$ cat config.mk
export PLATFORM = sky130hd
export DESIGN_NAME = umpc_uart
export DESIGN_NICKNAME = d
export VERILOG_FILES = /design/src/umpc_pkg.sv /design/src/umpc_fifo.sv /design/src/umpc_uart.sv
export VERILOG_INCLUDE_DIRS = /design/src
export SDC_FILE = /design/constraint.sdc
export NUM_CORES = 1
export LEC_CHECK = 0
export BUFFER_PORTS_ARGS = -buffer_cell sky130_fd_sc_hd__buf_2
export CAP_MARGIN = 30
export CORE_MARGIN = 2
export CORE_UTILIZATION = 40
export DETAILED_ROUTE_END_ITERATION = 6
export MAX_ROUTING_LAYER = met4
export PLACE_DENSITY = 0.7
export SYNTH_ARGS = -nofsm -noshare
export SYNTH_HDL_FRONTEND = slang
export SYNTH_SLANG_ARGS = --single-unit
export TNS_END_PERCENT = 5
$ cat constraint.sdc
create_clock -name core_clk_i -period 2.35 [get_ports core_clk_i]
set_clock_uncertainty 0.05 [all_clocks]
set_input_delay 0.235 -clock core_clk_i [delete_from_list [all_inputs] [get_ports core_clk_i]]
set_output_delay 0.235 -clock core_clk_i [all_outputs]
set_load 0.02 [all_outputs]
$ cat src/umpc_params.svh
// constants for the modem pin control serial port
`ifndef UMPC_PARAMS_SVH
`define UMPC_PARAMS_SVH
`define UMPC_CLK_HZ 100000000
`define UMPC_BAUD_DEFAULT 115200
`define UMPC_DATA_BITS 8
`define UMPC_FIFO_DEPTH 8
`define UMPC_MARK_LEVEL 1'b1
`define UMPC_SPACE_LEVEL 1'b0
`define UMPC_RTS_INACTIVE 1'b1
`define UMPC_RTS_ACTIVE 1'b0
`endif

$ cat src/umpc_pkg.sv
// types for the modem pin control serial port
`default_nettype none
package umpc_pkg;
  typedef enum logic [3:0] {
    UMPC_TX_IDLE = 4'h1,
    UMPC_TX_START = 4'h2,
    UMPC_TX_DATA = 4'h4,
    UMPC_TX_STOP = 4'h8
  } umpc_tx_state_type;
  typedef enum logic [3:0] {
    UMPC_RX_IDLE = 4'h1,
    UMPC_RX_START = 4'h2,
    UMPC_RX_DATA = 4'h4,
    UMPC_RX_STOP = 4'h8
  } umpc_rx_state_type;
endpackage
`default_nettype wire

$ cat src/umpc_fifo.sv
// small synchronous fifo with valid/ready on both sides
`timescale 1ns/10ps
`default_nettype none
module umpc_fifo #(
  parameter int WIDTH = 8,
  parameter int DEPTH = 8
) (
  input wire logic core_clk_i,
  input wire logic srst_i,
  input wire logic [WIDTH-1:0] in_data_i,
  input wire logic in_valid_i,
  output logic in_ready_o,
  output logic [WIDTH-1:0] out_data_o,
  output logic out_valid_o,
  input wire logic out_ready_i
);
  localparam int AW = $clog2(DEPTH);
  logic [WIDTH-1:0] mem_reg [DEPTH];
  logic [AW-1:0] wptr_reg;
  logic [AW-1:0] rptr_reg;
  logic [AW:0] count_reg;
  logic [AW:0] count_next;
  wire push = in_valid_i && in_ready_o;
  wire pop = out_valid_o && out_ready_i;
  assign count_next = count_reg + (AW+1)'(push) - (AW+1)'(pop);
  assign out_valid_o = (count_reg != '0);
  assign out_data_o = mem_reg[rptr_reg];
  always_ff @(posedge core_clk_i) begin
    if (push) begin
      mem_reg[wptr_reg] <= in_data_i;
    end
  end
  // ready is registered so it can leave the top straight from a flop
  always_ff @(posedge core_clk_i) begin
    if (srst_i) begin
      wptr_reg <= '0;
      rptr_reg <= '0;
      count_reg <= '0;
      in_ready_o <= 1'b1;
    end else begin
      if (push) wptr_reg <= wptr_reg + AW'(1);
      if (pop) rptr_reg <= rptr_reg + AW'(1);
      count_reg <= count_next;
      in_ready_o <= (count_next != (AW+1)'(DEPTH));
    end
  end
endmodule
`default_nettype wire

$ cat src/umpc_uart.sv
// serial port with modem handshake pins and transmit fifo
`timescale 1ns/10ps
`default_nettype none
`include "umpc_params.svh"
module umpc_uart #(
  parameter int BAUD_DIV = `UMPC_CLK_HZ / `UMPC_BAUD_DEFAULT
) (
  input wire logic core_clk_i,
  input wire logic srst_i,
  input wire logic [7:0] tx_data_i,
  input wire logic tx_valid_i,
  output logic tx_ready_o,
  input wire logic rts_request_i,
  input wire logic loop_mode_i,
  input wire logic serial_rx_in_i,
  input wire logic clear_to_send_in_n_i,
  output logic serial_tx_out_o,
  output logic request_to_send_out_n_o,
  output logic clear_to_send_status_o,
  output logic [7:0] rx_data_o,
  output logic rx_valid_o,
  output logic rx_frame_err_o
);
  // ----------------------------------------
  // bit timing
  // ----------------------------------------
  localparam int HALF_DIV = BAUD_DIV / 2;
  logic [15:0] tx_cnt_reg;
  logic [15:0] rx_cnt_reg;
  logic [2:0] tx_bit_reg;
  logic [2:0] rx_bit_reg;
  logic [7:0] tx_shift_reg;
  logic [7:0] rx_shift_reg;
  wire tx_tick = (tx_cnt_reg == 16'(BAUD_DIV - 1));
  umpc_pkg::umpc_tx_state_type tx_state_reg;
  umpc_pkg::umpc_rx_state_type rx_state_reg;

  // ----------------------------------------
  // pin synchronisers
  // ----------------------------------------
  logic rx_meta_reg, rx_sync_reg, cts_meta_reg, cts_sync_reg;
  always_ff @(posedge core_clk_i) begin
    if (srst_i) begin
      rx_meta_reg <= `UMPC_MARK_LEVEL;
      rx_sync_reg <= `UMPC_MARK_LEVEL;
      cts_meta_reg <= 1'b1;
      cts_sync_reg <= 1'b1;
    end else begin
      rx_meta_reg <= serial_rx_in_i;
      rx_sync_reg <= rx_meta_reg;
      cts_meta_reg <= clear_to_send_in_n_i;
      cts_sync_reg <= cts_meta_reg;
    end
  end

  // loopback feeds the receiver from the transmitter
  wire rx_line = loop_mode_i ? serial_tx_out_o : rx_sync_reg;

  // ----------------------------------------
  // handshake pins
  // ----------------------------------------
  wire rts_next = loop_mode_i ? `UMPC_RTS_INACTIVE :
                  (rts_request_i ? `UMPC_RTS_ACTIVE :
                   `UMPC_RTS_INACTIVE);
  always_ff @(posedge core_clk_i) begin
    if (srst_i) begin
      request_to_send_out_n_o <= `UMPC_RTS_INACTIVE;
      clear_to_send_status_o <= 1'b0;
    end else begin
      request_to_send_out_n_o <= rts_next;
      clear_to_send_status_o <= ~cts_sync_reg;
    end
  end

  // ----------------------------------------
  // transmit fifo
  // ----------------------------------------
  wire [7:0] fifo_data;
  wire fifo_valid;
  wire fifo_pop = fifo_valid && (tx_state_reg == umpc_pkg::UMPC_TX_IDLE);
  wire fifo_in_ready;
  umpc_fifo #(.WIDTH(`UMPC_DATA_BITS), .DEPTH(`UMPC_FIFO_DEPTH)) u_fifo (
    .core_clk_i(core_clk_i),
    .srst_i(srst_i),
    .in_data_i(tx_data_i),
    .in_valid_i(tx_valid_i),
    .in_ready_o(fifo_in_ready),
    .out_data_o(fifo_data),
    .out_valid_o(fifo_valid),
    .out_ready_i(fifo_pop)
  );
  assign tx_ready_o = fifo_in_ready;

  // ----------------------------------------
  // transmitter
  // ----------------------------------------
  always_ff @(posedge core_clk_i) begin
    if (srst_i) begin
      tx_state_reg <= umpc_pkg::UMPC_TX_IDLE;
      serial_tx_out_o <= `UMPC_MARK_LEVEL;
      tx_cnt_reg <= 16'h0000;
      tx_bit_reg <= 3'h0;
      tx_shift_reg <= 8'h00;
    end else begin
      tx_cnt_reg <= (tx_tick || tx_state_reg == umpc_pkg::UMPC_TX_IDLE) ?
                    16'h0000 : tx_cnt_reg + 16'h0001;
      case (tx_state_reg)
        umpc_pkg::UMPC_TX_IDLE: begin
          serial_tx_out_o <= `UMPC_MARK_LEVEL;
          if (fifo_pop) begin
            tx_shift_reg <= fifo_data;
            serial_tx_out_o <= `UMPC_SPACE_LEVEL;
            tx_state_reg <= umpc_pkg::UMPC_TX_START;
          end
        end
        umpc_pkg::UMPC_TX_START: begin
          if (tx_tick) begin
            serial_tx_out_o <= tx_shift_reg[0];
            tx_shift_reg <= {1'b0, tx_shift_reg[7:1]};
            tx_bit_reg <= 3'h0;
            tx_state_reg <= umpc_pkg::UMPC_TX_DATA;
          end
        end
        umpc_pkg::UMPC_TX_DATA: begin
          if (tx_tick) begin
            if (tx_bit_reg == 3'h7) begin
              serial_tx_out_o <= `UMPC_MARK_LEVEL;
              tx_state_reg <= umpc_pkg::UMPC_TX_STOP;
            end else begin
              serial_tx_out_o <= tx_shift_reg[0];
              tx_shift_reg <= {1'b0, tx_shift_reg[7:1]};
              tx_bit_reg <= tx_bit_reg + 3'h1;
            end
          end
        end
        umpc_pkg::UMPC_TX_STOP: begin
          if (tx_tick) tx_state_reg <= umpc_pkg::UMPC_TX_IDLE;
        end
        default: begin
          tx_state_reg <= umpc_pkg::UMPC_TX_IDLE;
          serial_tx_out_o <= `UMPC_MARK_LEVEL;
        end
      endcase
    end
  end

  // ----------------------------------------
  // receiver, samples mid-bit
  // ----------------------------------------
  wire rx_half = (rx_cnt_reg == 16'(HALF_DIV - 1));
  wire rx_full = (rx_cnt_reg == 16'(BAUD_DIV - 1));
  always_ff @(posedge core_clk_i) begin
    if (srst_i) begin
      rx_state_reg <= umpc_pkg::UMPC_RX_IDLE;
      rx_cnt_reg <= 16'h0000;
      rx_bit_reg <= 3'h0;
      rx_shift_reg <= 8'h00;
      rx_data_o <= 8'h00;
      rx_valid_o <= 1'b0;
      rx_frame_err_o <= 1'b0;
    end else begin
      rx_valid_o <= 1'b0;
      rx_frame_err_o <= 1'b0;
      rx_cnt_reg <= rx_cnt_reg + 16'h0001;
      case (rx_state_reg)
        umpc_pkg::UMPC_RX_IDLE: begin
          rx_cnt_reg <= 16'h0000;
          if (rx_line == `UMPC_SPACE_LEVEL) begin
            rx_state_reg <= umpc_pkg::UMPC_RX_START;
          end
        end
        umpc_pkg::UMPC_RX_START: begin
          if (rx_half) begin
            rx_cnt_reg <= 16'h0000;
            rx_bit_reg <= 3'h0;
            rx_state_reg <= rx_line ? umpc_pkg::UMPC_RX_IDLE :
                            umpc_pkg::UMPC_RX_DATA;
          end
        end
        umpc_pkg::UMPC_RX_DATA: begin
          if (rx_full) begin
            rx_cnt_reg <= 16'h0000;
            rx_shift_reg <= {rx_line, rx_shift_reg[7:1]};
            rx_bit_reg <= rx_bit_reg + 3'h1;
            if (rx_bit_reg == 3'h7) rx_state_reg <= umpc_pkg::UMPC_RX_STOP;
          end
        end
        umpc_pkg::UMPC_RX_STOP: begin
          if (rx_full) begin
            // a bad stop bit drops the byte, last good one stands
            if (rx_line) rx_data_o <= rx_shift_reg;
            rx_valid_o <= rx_line;
            rx_frame_err_o <= ~rx_line;
            rx_state_reg <= umpc_pkg::UMPC_RX_IDLE;
          end
        end
        default: rx_state_reg <= umpc_pkg::UMPC_RX_IDLE;
      endcase
    end
  end
endmodule
`default_nettype wire

# [After elaboration in Yosys (flattened, before gate mapping)]
# Memory sizes are Yosys's and may differ from the RTL's. A register that Yosys moved wholly into a read port is not among the register bits.
# Cells that the tools add are included.
[totals] ff_bits=90 ramBits=64 output_inout_bits=14 word_cells=119 memories=1
[mem_list] name="u_fifo.mem_reg" words=8 width=8 rd=1 rd_ports_with_merged_regs=1 write_ports=1 line_no="umpc_fifo.sv:18" text="logic [WIDTH-1:0] mem_reg [DEPTH];"
[classes] addsub=8 eq_ne=25 muxes=39 bitwise_logic=5 reduce_logical=19
[ops] operator="$pmux 16 s3" n=1
[ops] operator="$mux 4" n=10
[ops] operator="$add 16x1->16 const B" n=2
[ops] operator="$eq 16x10->1 const B" n=2
[ops] operator="$mux 16" n=2
[ops] operator="$mux 8" n=4
[ops] operator="$pmux 4 s4" n=2
[ops] operator="$mux 3" n=8
[ops] operator="$pmux 8 s3" n=1
[ops] operator="$ne 2x2->1 const B" n=10
[ops] operator="$eq 16x9->1 const B" n=1
[ops] operator="$reduce_and 5->1" n=3
[ops] operator="$add 3x1->3 const B" n=4
[ops] operator="$pmux 3 s2" n=2
[ops] operator="$reduce_and 3->1" n=3
[ops] operator="$eq 4x1->1 const B" n=2
[ops] operator="$eq 4x2->1 const B" n=2
[ops] operator="$eq 4x3->1 const B" n=2
[ops] operator="$eq 4x4->1 const B" n=2
[ops] operator="$mux 1" n=8
[ops] operator="$eq 3x3->1 const B" n=2
[ops] operator="$not 1->1" n=5
[ops] operator="$add 4x1->4" n=1
[ops] operator="$ne 4x4->1 const B" n=1
[ops] operator="12 further kinds" n=16

# [Longest topological paths before layout]
# Gate-level depths: netlist of run 1.
[logic_depth] depth_word=5 ltp_mapped=13 ltp_nobuf=12

# [Modules after synthesis]
# From an unflattened synthesis of run 1, not the netlist that was laid out.
[hier_totals] hier_cells=579 hier_area_um2=6794.0
[modules_own_cells] module="umpc_uart" n_inst=1 cells_per_inst=406 area_each_um2=3618.5 seq_area_each_um2=1581.5
[modules_own_cells] module="umpc_fifo" n_inst=1 cells_per_inst=173 area_each_um2=3175.5 seq_area_each_um2=2202.1

# [Worst setup path after synthesis of run 1]
# No wires, ideal clock.
[synth_timing] kind="flip-flop to flip-flop" from="register tx_state_reg[1]" to="register u_fifo.in_ready_o" setup_ns=0.129 arrival_time_ns=2.213 required_time_ns=2.171 slack_ns=-0.042 stages_incl_launch_ff=12 period_less_slack_ns=2.392 path_cell_list="dfxtp_1 -> buf_2 -> nor4b_2 -> nor2b_1 -> buf_2 -> nand2_1 -> o21ai_0 -> ha_1 -> inv_1 -> fa_1 -> xor2_1 -> nand4b_1"
[synth_between] elab_chain_cells=5
[synth_lines] element="start: declaration" line_no="umpc_uart.sv:35" text="umpc_pkg::umpc_tx_state_type tx_state_reg;"
[synth_lines] element="start signal: assignment" line_no="umpc_uart.sv:99" text="tx_state_reg <= umpc_pkg::UMPC_TX_IDLE;"
[synth_lines] element="start signal: assignment" line_no="umpc_uart.sv:113" text="tx_state_reg <= umpc_pkg::UMPC_TX_START;"
[synth_lines] element="start signal: assignment" line_no="umpc_uart.sv:121" text="tx_state_reg <= umpc_pkg::UMPC_TX_DATA;"
[synth_lines] element="$eq 4x1->1" line_no="umpc_uart.sv:80" text="wire fifo_pop = fifo_valid && (tx_state_reg == umpc_pkg::UMPC_TX_IDLE);"
[synth_lines] element="$logic_and 1x1->1" line_no="umpc_uart.sv:80"
[synth_lines] element="$logic_and 1x1->1" line_no="umpc_fifo.sv:24" text="wire pop = out_valid_o && out_ready_i;"
[synth_lines] element="$sub 4x1->4" line_no="umpc_fifo.sv:25" text="assign count_next = count_reg + (AW+1)'(push) - (AW+1)'(pop);"
[synth_lines] element="$ne 4x4->1" line_no="umpc_fifo.sv:44" text="in_ready_o <= (count_next != (AW+1)'(DEPTH));"
[synth_lines] element="end signal: assignment" line_no="umpc_fifo.sv:44"
[synth_lines] element="end: declaration" line_no="umpc_fifo.sv:12" text="output logic in_ready_o,"
# No other way between the ends.
# A chain may end at the register's enable or synchronous reset.

# [Worst setup path in the final report of run 1]
[layout_timing] from="register rx_cnt_reg[0]" to="register rx_state_reg[0]"
[layout_between] elab_chain_cells=3 word_cells_on_any_way=6
[layout_lines] element="start: declaration" line_no="umpc_uart.sv:29" text="logic [15:0] rx_cnt_reg;"
[layout_lines] element="start signal: assignment" line_no="umpc_uart.sv:164" text="rx_cnt_reg <= rx_cnt_reg + 16'h0001;"
[layout_lines] element="$eq 16x10->1 / $eq 16x9->1 (equally long branches)" line_no="umpc_uart.sv:151, umpc_uart.sv:150"
[layout_lines] element="$ne 2x2->1 (no source line)"
[layout_lines] element="$reduce_and 5->1 (no source line) (*)"
[layout_lines] element="end signal: assignment" line_no="umpc_uart.sv:154" text="rx_state_reg <= umpc_pkg::UMPC_RX_IDLE;"
[layout_lines] element="end signal: assignment" line_no="umpc_uart.sv:169" text="rx_state_reg <= umpc_pkg::UMPC_RX_START;"
[layout_lines] element="end signal: assignment" line_no="umpc_uart.sv:176" text="rx_state_reg <= rx_line ? umpc_pkg::UMPC_RX_IDLE :"
[layout_lines] element="end: declaration" line_no="umpc_uart.sv:36" text="umpc_pkg::umpc_rx_state_type rx_state_reg;"
# Mark *: on every way between the ends. The rest lies on a longest branch, timed or not.

==> impl_metrics.env, run 1 <==
export IMPL_power_share_clock=0.339
export IMPL_synth_edf_count=64
export IMPL_holdCritStartpoint="tx_data_i[2]"
export IMPL_die_area_mm2=0.01756
export IMPL_drt_initial_drc_count=267
export IMPL_period_share=0.9485
export IMPL_routabilityCongestion=0.8520
export IMPL_dp_cells=837
export IMPL_fillers=1439
export IMPL_io_pins=29
export IMPL_drc_errors=0
export IMPL_antenna_cells=0
export IMPL_fin_util=0.4848
export IMPL_drive_gt1_frac=0.1872
export IMPL_synth_nets=621
export IMPL_port_buffers=28
export IMPL_post_synth_num_cell_types=57
export IMPL_cp_required_ns=2.60
export IMPL_worst_hold_path_type="in2reg"
export IMPL_fin_cells=873
export IMPL_setup_slack_ns=0.1211
export IMPL_tightest_slew_ns=0.7087
export IMPL_gr_usage_all_layers=0.1566
export IMPL_dpl_worst_slack_ns=0.1274
export IMPL_die_x_um=132.5
export IMPL_p_seq_frac=0.407
export IMPL_start_util=0.4129
export IMPL_post_cts_setup_buffers=0
export IMPL_power_density_mw_per_mm2=1034
export IMPL_async_reset_ff_frac=0
export IMPL_hold_violations=0
export IMPL_yosysMostFrequentCell="nor2_1"
export IMPL_netlist_area_mm2=0.006606
export IMPL_syn_avg_cell_area_um2=11.16
export IMPL_coreArea_mm2=0.01600
export IMPL_synth_seq_area_share=0.5727
export IMPL_critPathCaptureType="flip-flop"
export IMPL_synthFlopType="dfxtp_1"
export IMPL_outcome="finished, final reports clean"
export IMPL_post_route_min_period_ns=2.229
export IMPL_antenna_found_initial=0
export IMPL_netlist_instances=592
export IMPL_p_sw_uw=2437
export IMPL_critPathLaunchType="flip-flop"
export IMPL_wl_per_cell_um=14.73
export IMPL_max_freq_mhz=448.6
export IMPL_crit_arrival_ns=2.48
export IMPL_htree_levels=4
export IMPL_tritoncts="yes"
export IMPL_finalWirelength_um=12860
export IMPL_die_h_um=132.5
export IMPL_yosysTopAreaCell="edfxtp_1"
export IMPL_combinationalPowerShare=0.255
export IMPL_root_buffer="clkbuf_16"
export IMPL_ys_warnings_count=0
export IMPL_rsz0062_at_grt="yes"
export IMPL_rows=46
export IMPL_relSlewSlack=0.5266
export IMPL_cts_sinks=157
export IMPL_switching_share=0.3039
export IMPL_drv_slew=0
export IMPL_startpoint="rx_cnt_reg[0]$_SDFF_PP0_"
export IMPL_max_cap_violations=0
export IMPL_hpwl_um=8688
export IMPL_largest_reg_flops=64
export IMPL_clock_path_buffers=2
export IMPL_viasPerCell=5.198
export IMPL_drt_first_pass_iters=5
export IMPL_num_vias=4538
export IMPL_crit_reg2reg_launch="rx_cnt_reg[0]$_SDFF_PP0_"
export IMPL_path_max_fanout=6
export IMPL_setup_viol=0
export IMPL_leakagePower_uw=0.002760
export IMPL_synth_top_cells_by_count="94 x nor2_1, 93 x dfxtp_1, 64 x edfxtp_1, 39 x mux2i_1, 25 x nand2_1"
export IMPL_grt_ovfl_total=0
export IMPL_clock_latency_ns=0.43
export IMPL_fin_tns_setup_ns=0
export IMPL_grt_pass1_vias=4503
export IMPL_area_growth_syn_to_layout_pct=17.42
export IMPL_vdd_drop_max_mv=0.6061
export IMPL_synth_top_area_frac=0.2909
export IMPL_grt_pass1_wl_um=21390
export IMPL_cts_buffers=17
export IMPL_antenna_left=0
export IMPL_yosys_top_cells_area="edfxtp_1 29%, dfxtp_1 28%, mux2i_1 5.9%"
export IMPL_layout_nets=673
export IMPL_crit_type="reg2reg"
export IMPL_grt_max_degree=33
export IMPL_ys_seq_elements=157
export IMPL_p_int_uw=5582
export IMPL_clk_pin_slew_ns=0.06
## power groups by stage
stage	Clock (µW)	Combinational (µW)	Sequential [µW]
finish	2720	2040	3260
global route	2880	2280	3280
global placement	0	1910	3300
detailed placement	0	2000	3310
CTS	2760	2020	3260
floorplan	0	1530	3290
## timing repair
| action | 4_1_cts | 5_1_grt |
|---|---|---|
| endpoints found under the setup margin | 0 | 7 |
| hold buffers | 4 | 0 |
| hold endpoints to repair | 3 | 0 |
| resized for setup | 0 | 3 |
## cells by family after synthesis
logic type / share of synthesized area
xor+xnor: 0.03977
fa+ha+maj: 0.02765
buf+inv: 0.02614
flops: 0.5727
simple gates: 0.1727
mux: 0.08977
compound gates: 0.07121
## through the flow
step           power, µW  hold WS, ns  cell area, µm²
3_3_place_gp        5211       0.3189            7109
5_1_grt             8442      0.03226            7757
6_report            8019      0.03604            7757
2_1_floorplan       4816       0.2469            6615
4_1_cts             8035      0.01796            7739
3_5_place_dp        5308       0.3311            7109
## worst paths after layout
kind / end / slack, ns / cells after the start
worst max register to register: rx_state_reg[0]$_SDFFE_PP1P_ / 0.12 / 6
worst min register to register: clear_to_send_status_o$_SDFF_PP0_ / 0.33 / 1
worst max-delay path: rx_state_reg[0]$_SDFFE_PP1P_ / 0.12 / 6
worst min-delay path: u_fifo.mem_reg[5][2]$_DFFE_PP_ / 0.04 / 1
## critical path: stages, from the launching register on
cell      delay (ns)
dfxtp_1         0.40
ha_1            0.22
and4bb_1        0.23
nand3_1         0.28
nor2_1          0.29
o221ai_1        0.22
o311ai_0        0.42
## routing by layer
layer / part of all wire / GRT usage / vias up
met5: 0 / - / -
met4: 0.014 / 0.05197 / 0
met3: 0.042 / 0.03448 / 18
met2: 0.51 / 0.2706 / 95
met1: 0.43 / 0.1807 / 2206
li1: - / - / 2219
## layout by cell type, fill, tap and decap left out, types with 9 or more instances in the layout
cell type,netlist,routed
nor2_1,94,94
dfxtp_1,93,93
edfxtp_1,64,64
mux2i_1,39,39
buf_2,9,28
nand2_1,25,25
buf_4,1,23
a21oi_1,20,20
xnor2_1,18,18
inv_1,17,17
mux2_2,17,17
clkbuf_16,0,17
nor3_1,15,15
o21ai_0,13,13
ha_1,13,13
xor2_1,12,12
nand3_1,10,10
o22ai_1,9,9
nand4_1,9,9
## final cells by class
class | instances | area (µm²) | share of cell area
Clock buffer | 17 | 425.4 | 0.05484
Tap cell | 216 | 270.3 | 0.03484
Sequential cell | 157 | 3784 | 0.4877
Multi-Input combinational cell | 395 | 2678 | 0.3452
Inverter | 17 | 63.81 | 0.008226
Clock inverter | 15 | 163.9 | 0.02113
Timing Repair Buffer | 56 | 372.9 | 0.04806
Note: power is estimated with default switching activity, not from simulation.
==> run 2: changes to the inputs <==
- CORE_UTILIZATION: 40 -> 50
- PLACE_DENSITY: 0.7 -> 0.81
==> impl_metrics.env, run 2 (same netlist as run 1, synthesis figures left out) <==
export IMPL_max_cap_violations=0
export IMPL_die_h_um=118.9
export IMPL_crit_arrival_ns=2.53
export IMPL_grt_ovfl_total=0
export IMPL_r2r_end="tx_state_reg[2]$_SDFFE_PP0P_"
export IMPL_hold_violations=0
export IMPL_cp_required_ns=2.61
export IMPL_relSlewSlack=0.5045
export IMPL_whs_endpoint="u_fifo.mem_reg[1][2]$_DFFE_PP_"
export IMPL_hold_slack_ns=0.02844
export IMPL_drt_first_pass_iters=5
export IMPL_coreArea_mm2=0.01277
export IMPL_drt_initial_drc_count=288
export IMPL_crit_buf_inv=1
export IMPL_largest_reg_flops=64
export IMPL_r2r_cells=7
export IMPL_viasPerCell=5.475
export IMPL_grt_pass1_wl_um=21520
export IMPL_worst_hold_path_type="in2reg"
export IMPL_root_buffer="clkbuf_16"
export IMPL_start_util=0.5172
export IMPL_clock_path_buffers=2
export IMPL_regArea_mm2=0.003785
export IMPL_mostFrequentLayoutCells="93 x nor2_1, 92 x dfxtp_1, 64 x edfxtp_1"
export IMPL_drc_errors=0
export IMPL_cp_slowest_cell="or4b_4"
export IMPL_rows=41
export IMPL_layout_nets=675
export IMPL_setup_viol=0
export IMPL_leakagePower_uw=0.002781
export IMPL_area_growth_syn_to_layout_pct=17.05
export IMPL_antenna_left=0
export IMPL_critPathCaptureType="flip-flop"
export IMPL_crit_reg2reg_launch="tx_cnt_reg[1]$_SDFF_PP0_"
export IMPL_multi_input_area_mm2=0.002695
export IMPL_routabilityCongestion=0.8520
export IMPL_dp_cells=790
export IMPL_period_share=0.9650
export IMPL_grt_max_degree=33
export IMPL_clock_latency_ns=0.42
export IMPL_tritoncts="yes"
export IMPL_wl_per_cell_um=15.76
export IMPL_max_freq_mhz=441.0
export IMPL_cts_sinks=157
export IMPL_path_max_fanout=6
export IMPL_cp_top_family="simple AND/OR/NAND/NOR gates"
export IMPL_num_vias=4550
export IMPL_io_pins=29
export IMPL_rsz0062_at_grt="yes"
export IMPL_power_density_mw_per_mm2=1050
export IMPL_die_area_mm2=0.01415
export IMPL_min_path_cells=1
export IMPL_rrSetupSlack_ns=0.08
export IMPL_cp_slowest_stage_delay_ns=0.48
export IMPL_gr_usage_all_layers=0.1973
export IMPL_tightest_slew_ns=0.7405
export IMPL_die_x_um=118.9
export IMPL_drive_gt1_frac=0.2003
export IMPL_drv_slew=0
export IMPL_cts_buffers=17
export IMPL_post_route_min_period_ns=2.268
export IMPL_vdd_drop_max_mv=0.6172
export IMPL_htree_levels=4
export IMPL_startpoint="tx_cnt_reg[1]$_SDFF_PP0_"
export IMPL_antenna_cells=0
export IMPL_outcome="finished, final reports clean"
export IMPL_critPathLaunchType="flip-flop"
export IMPL_worstPathCellList="ha_2 -> or4b_4 -> nor4_4 -> buf_4 -> o21ai_1 -> a22oi_1 -> mux2_1"
export IMPL_final_common_cell="nor2_1"
export IMPL_clk_pin_slew_ns=0.06
export IMPL_port_buffers=28
export IMPL_fin_cells=831
export IMPL_antenna_found_initial=0
export IMPL_hpwl_um=8467
export IMPL_holdCritStartpoint="tx_data_i[2]"
export IMPL_crit_type="reg2reg"
export IMPL_finalWirelength_um=13100
export IMPL_grt_pass1_vias=4626
export IMPL_fillers=957
## run 2: power breakdown
part           switching [µW]  internal (µW)  leakage (µW)  total, µW
sequential                167           3110       0.00134       3280
clock                    1130           1530      0.000295       2660
combinational            1230            960       0.00115       2190
## run 2: metal layers
| layer | GRT usage | part of all wire | wire, µm | vias up |
|---|---|---|---|---|
| met2 | 0.3301 | 0.51 | 6695 | 113 |
| met5 | - | 0 | 0 | - |
| li1 | - | - | - | 2222 |
| met1 | 0.2233 | 0.42 | 5505 | 2188 |
| met4 | 0.08557 | 0.022 | 288 | 0 |
| met3 | 0.05220 | 0.046 | 609 | 27 |
## run 2: worst register-to-register path: stages (launching register included)
cell	delay, ns
dfxtp_1	0.35
ha_2	0.20
or4b_4	0.49
nor4_4	0.28
buf_4	0.19
o21ai_1	0.07
a22oi_1	0.19
mux2_1	0.34
## run 2: how the worst max path moves through the flow
stage                                   end  slack [ns]  cells past startpoint
3_3_place_gp   tx_state_reg[2]$_SDFFE_PP0P_        0.08                      6
3_5_place_dp   tx_state_reg[2]$_SDFFE_PP0P_        0.01                      6
5_1_grt        u_fifo.in_ready_o$_SDFF_PP1_       -0.03                     11
4_1_cts        u_fifo.in_ready_o$_SDFF_PP1_        0.02                     11
2_1_floorplan  u_fifo.in_ready_o$_SDFF_PP1_        0.03                     11
6_report       tx_state_reg[2]$_SDFFE_PP0P_        0.08                      7
## run 2: timing repair
item	in CTS	in global routing
endpoints found under the setup margin	2	13
hold endpoints to repair	3	0
pin swaps	2	6
hold buffers	4	0
buffers inserted	2	3
gates resized for setup	0	11
## run 2: area by class of cell
| cell class | instances | share of cell area |
|---|---|---|
| clock buffer | 20 | 0.06327 |
| sequential | 157 | 0.4895 |
| timing repair buffer | 58 | 0.05016 |
| tap | 172 | 0.02783 |
| multi-input combinational | 395 | 0.3485 |
| clock inverter | 12 | 0.01246 |
| inverter | 17 | 0.008252 |
## run 2: stage by stage
stage                 util  TNS [ns]  power, µW  worst slack (ns)  instance area, µm²
floorplan                -         0       4816           0.02537                6615
global placement    0.5505         0       5196           0.07810                7032
detailed placement  0.5505         0       5295          0.009538                7032
CTS                 0.6006         0       8008           0.01926                7672
global route        0.6053  -0.04276       8506          -0.02899                7732
finish              0.6053         0       8123           0.08231                7732
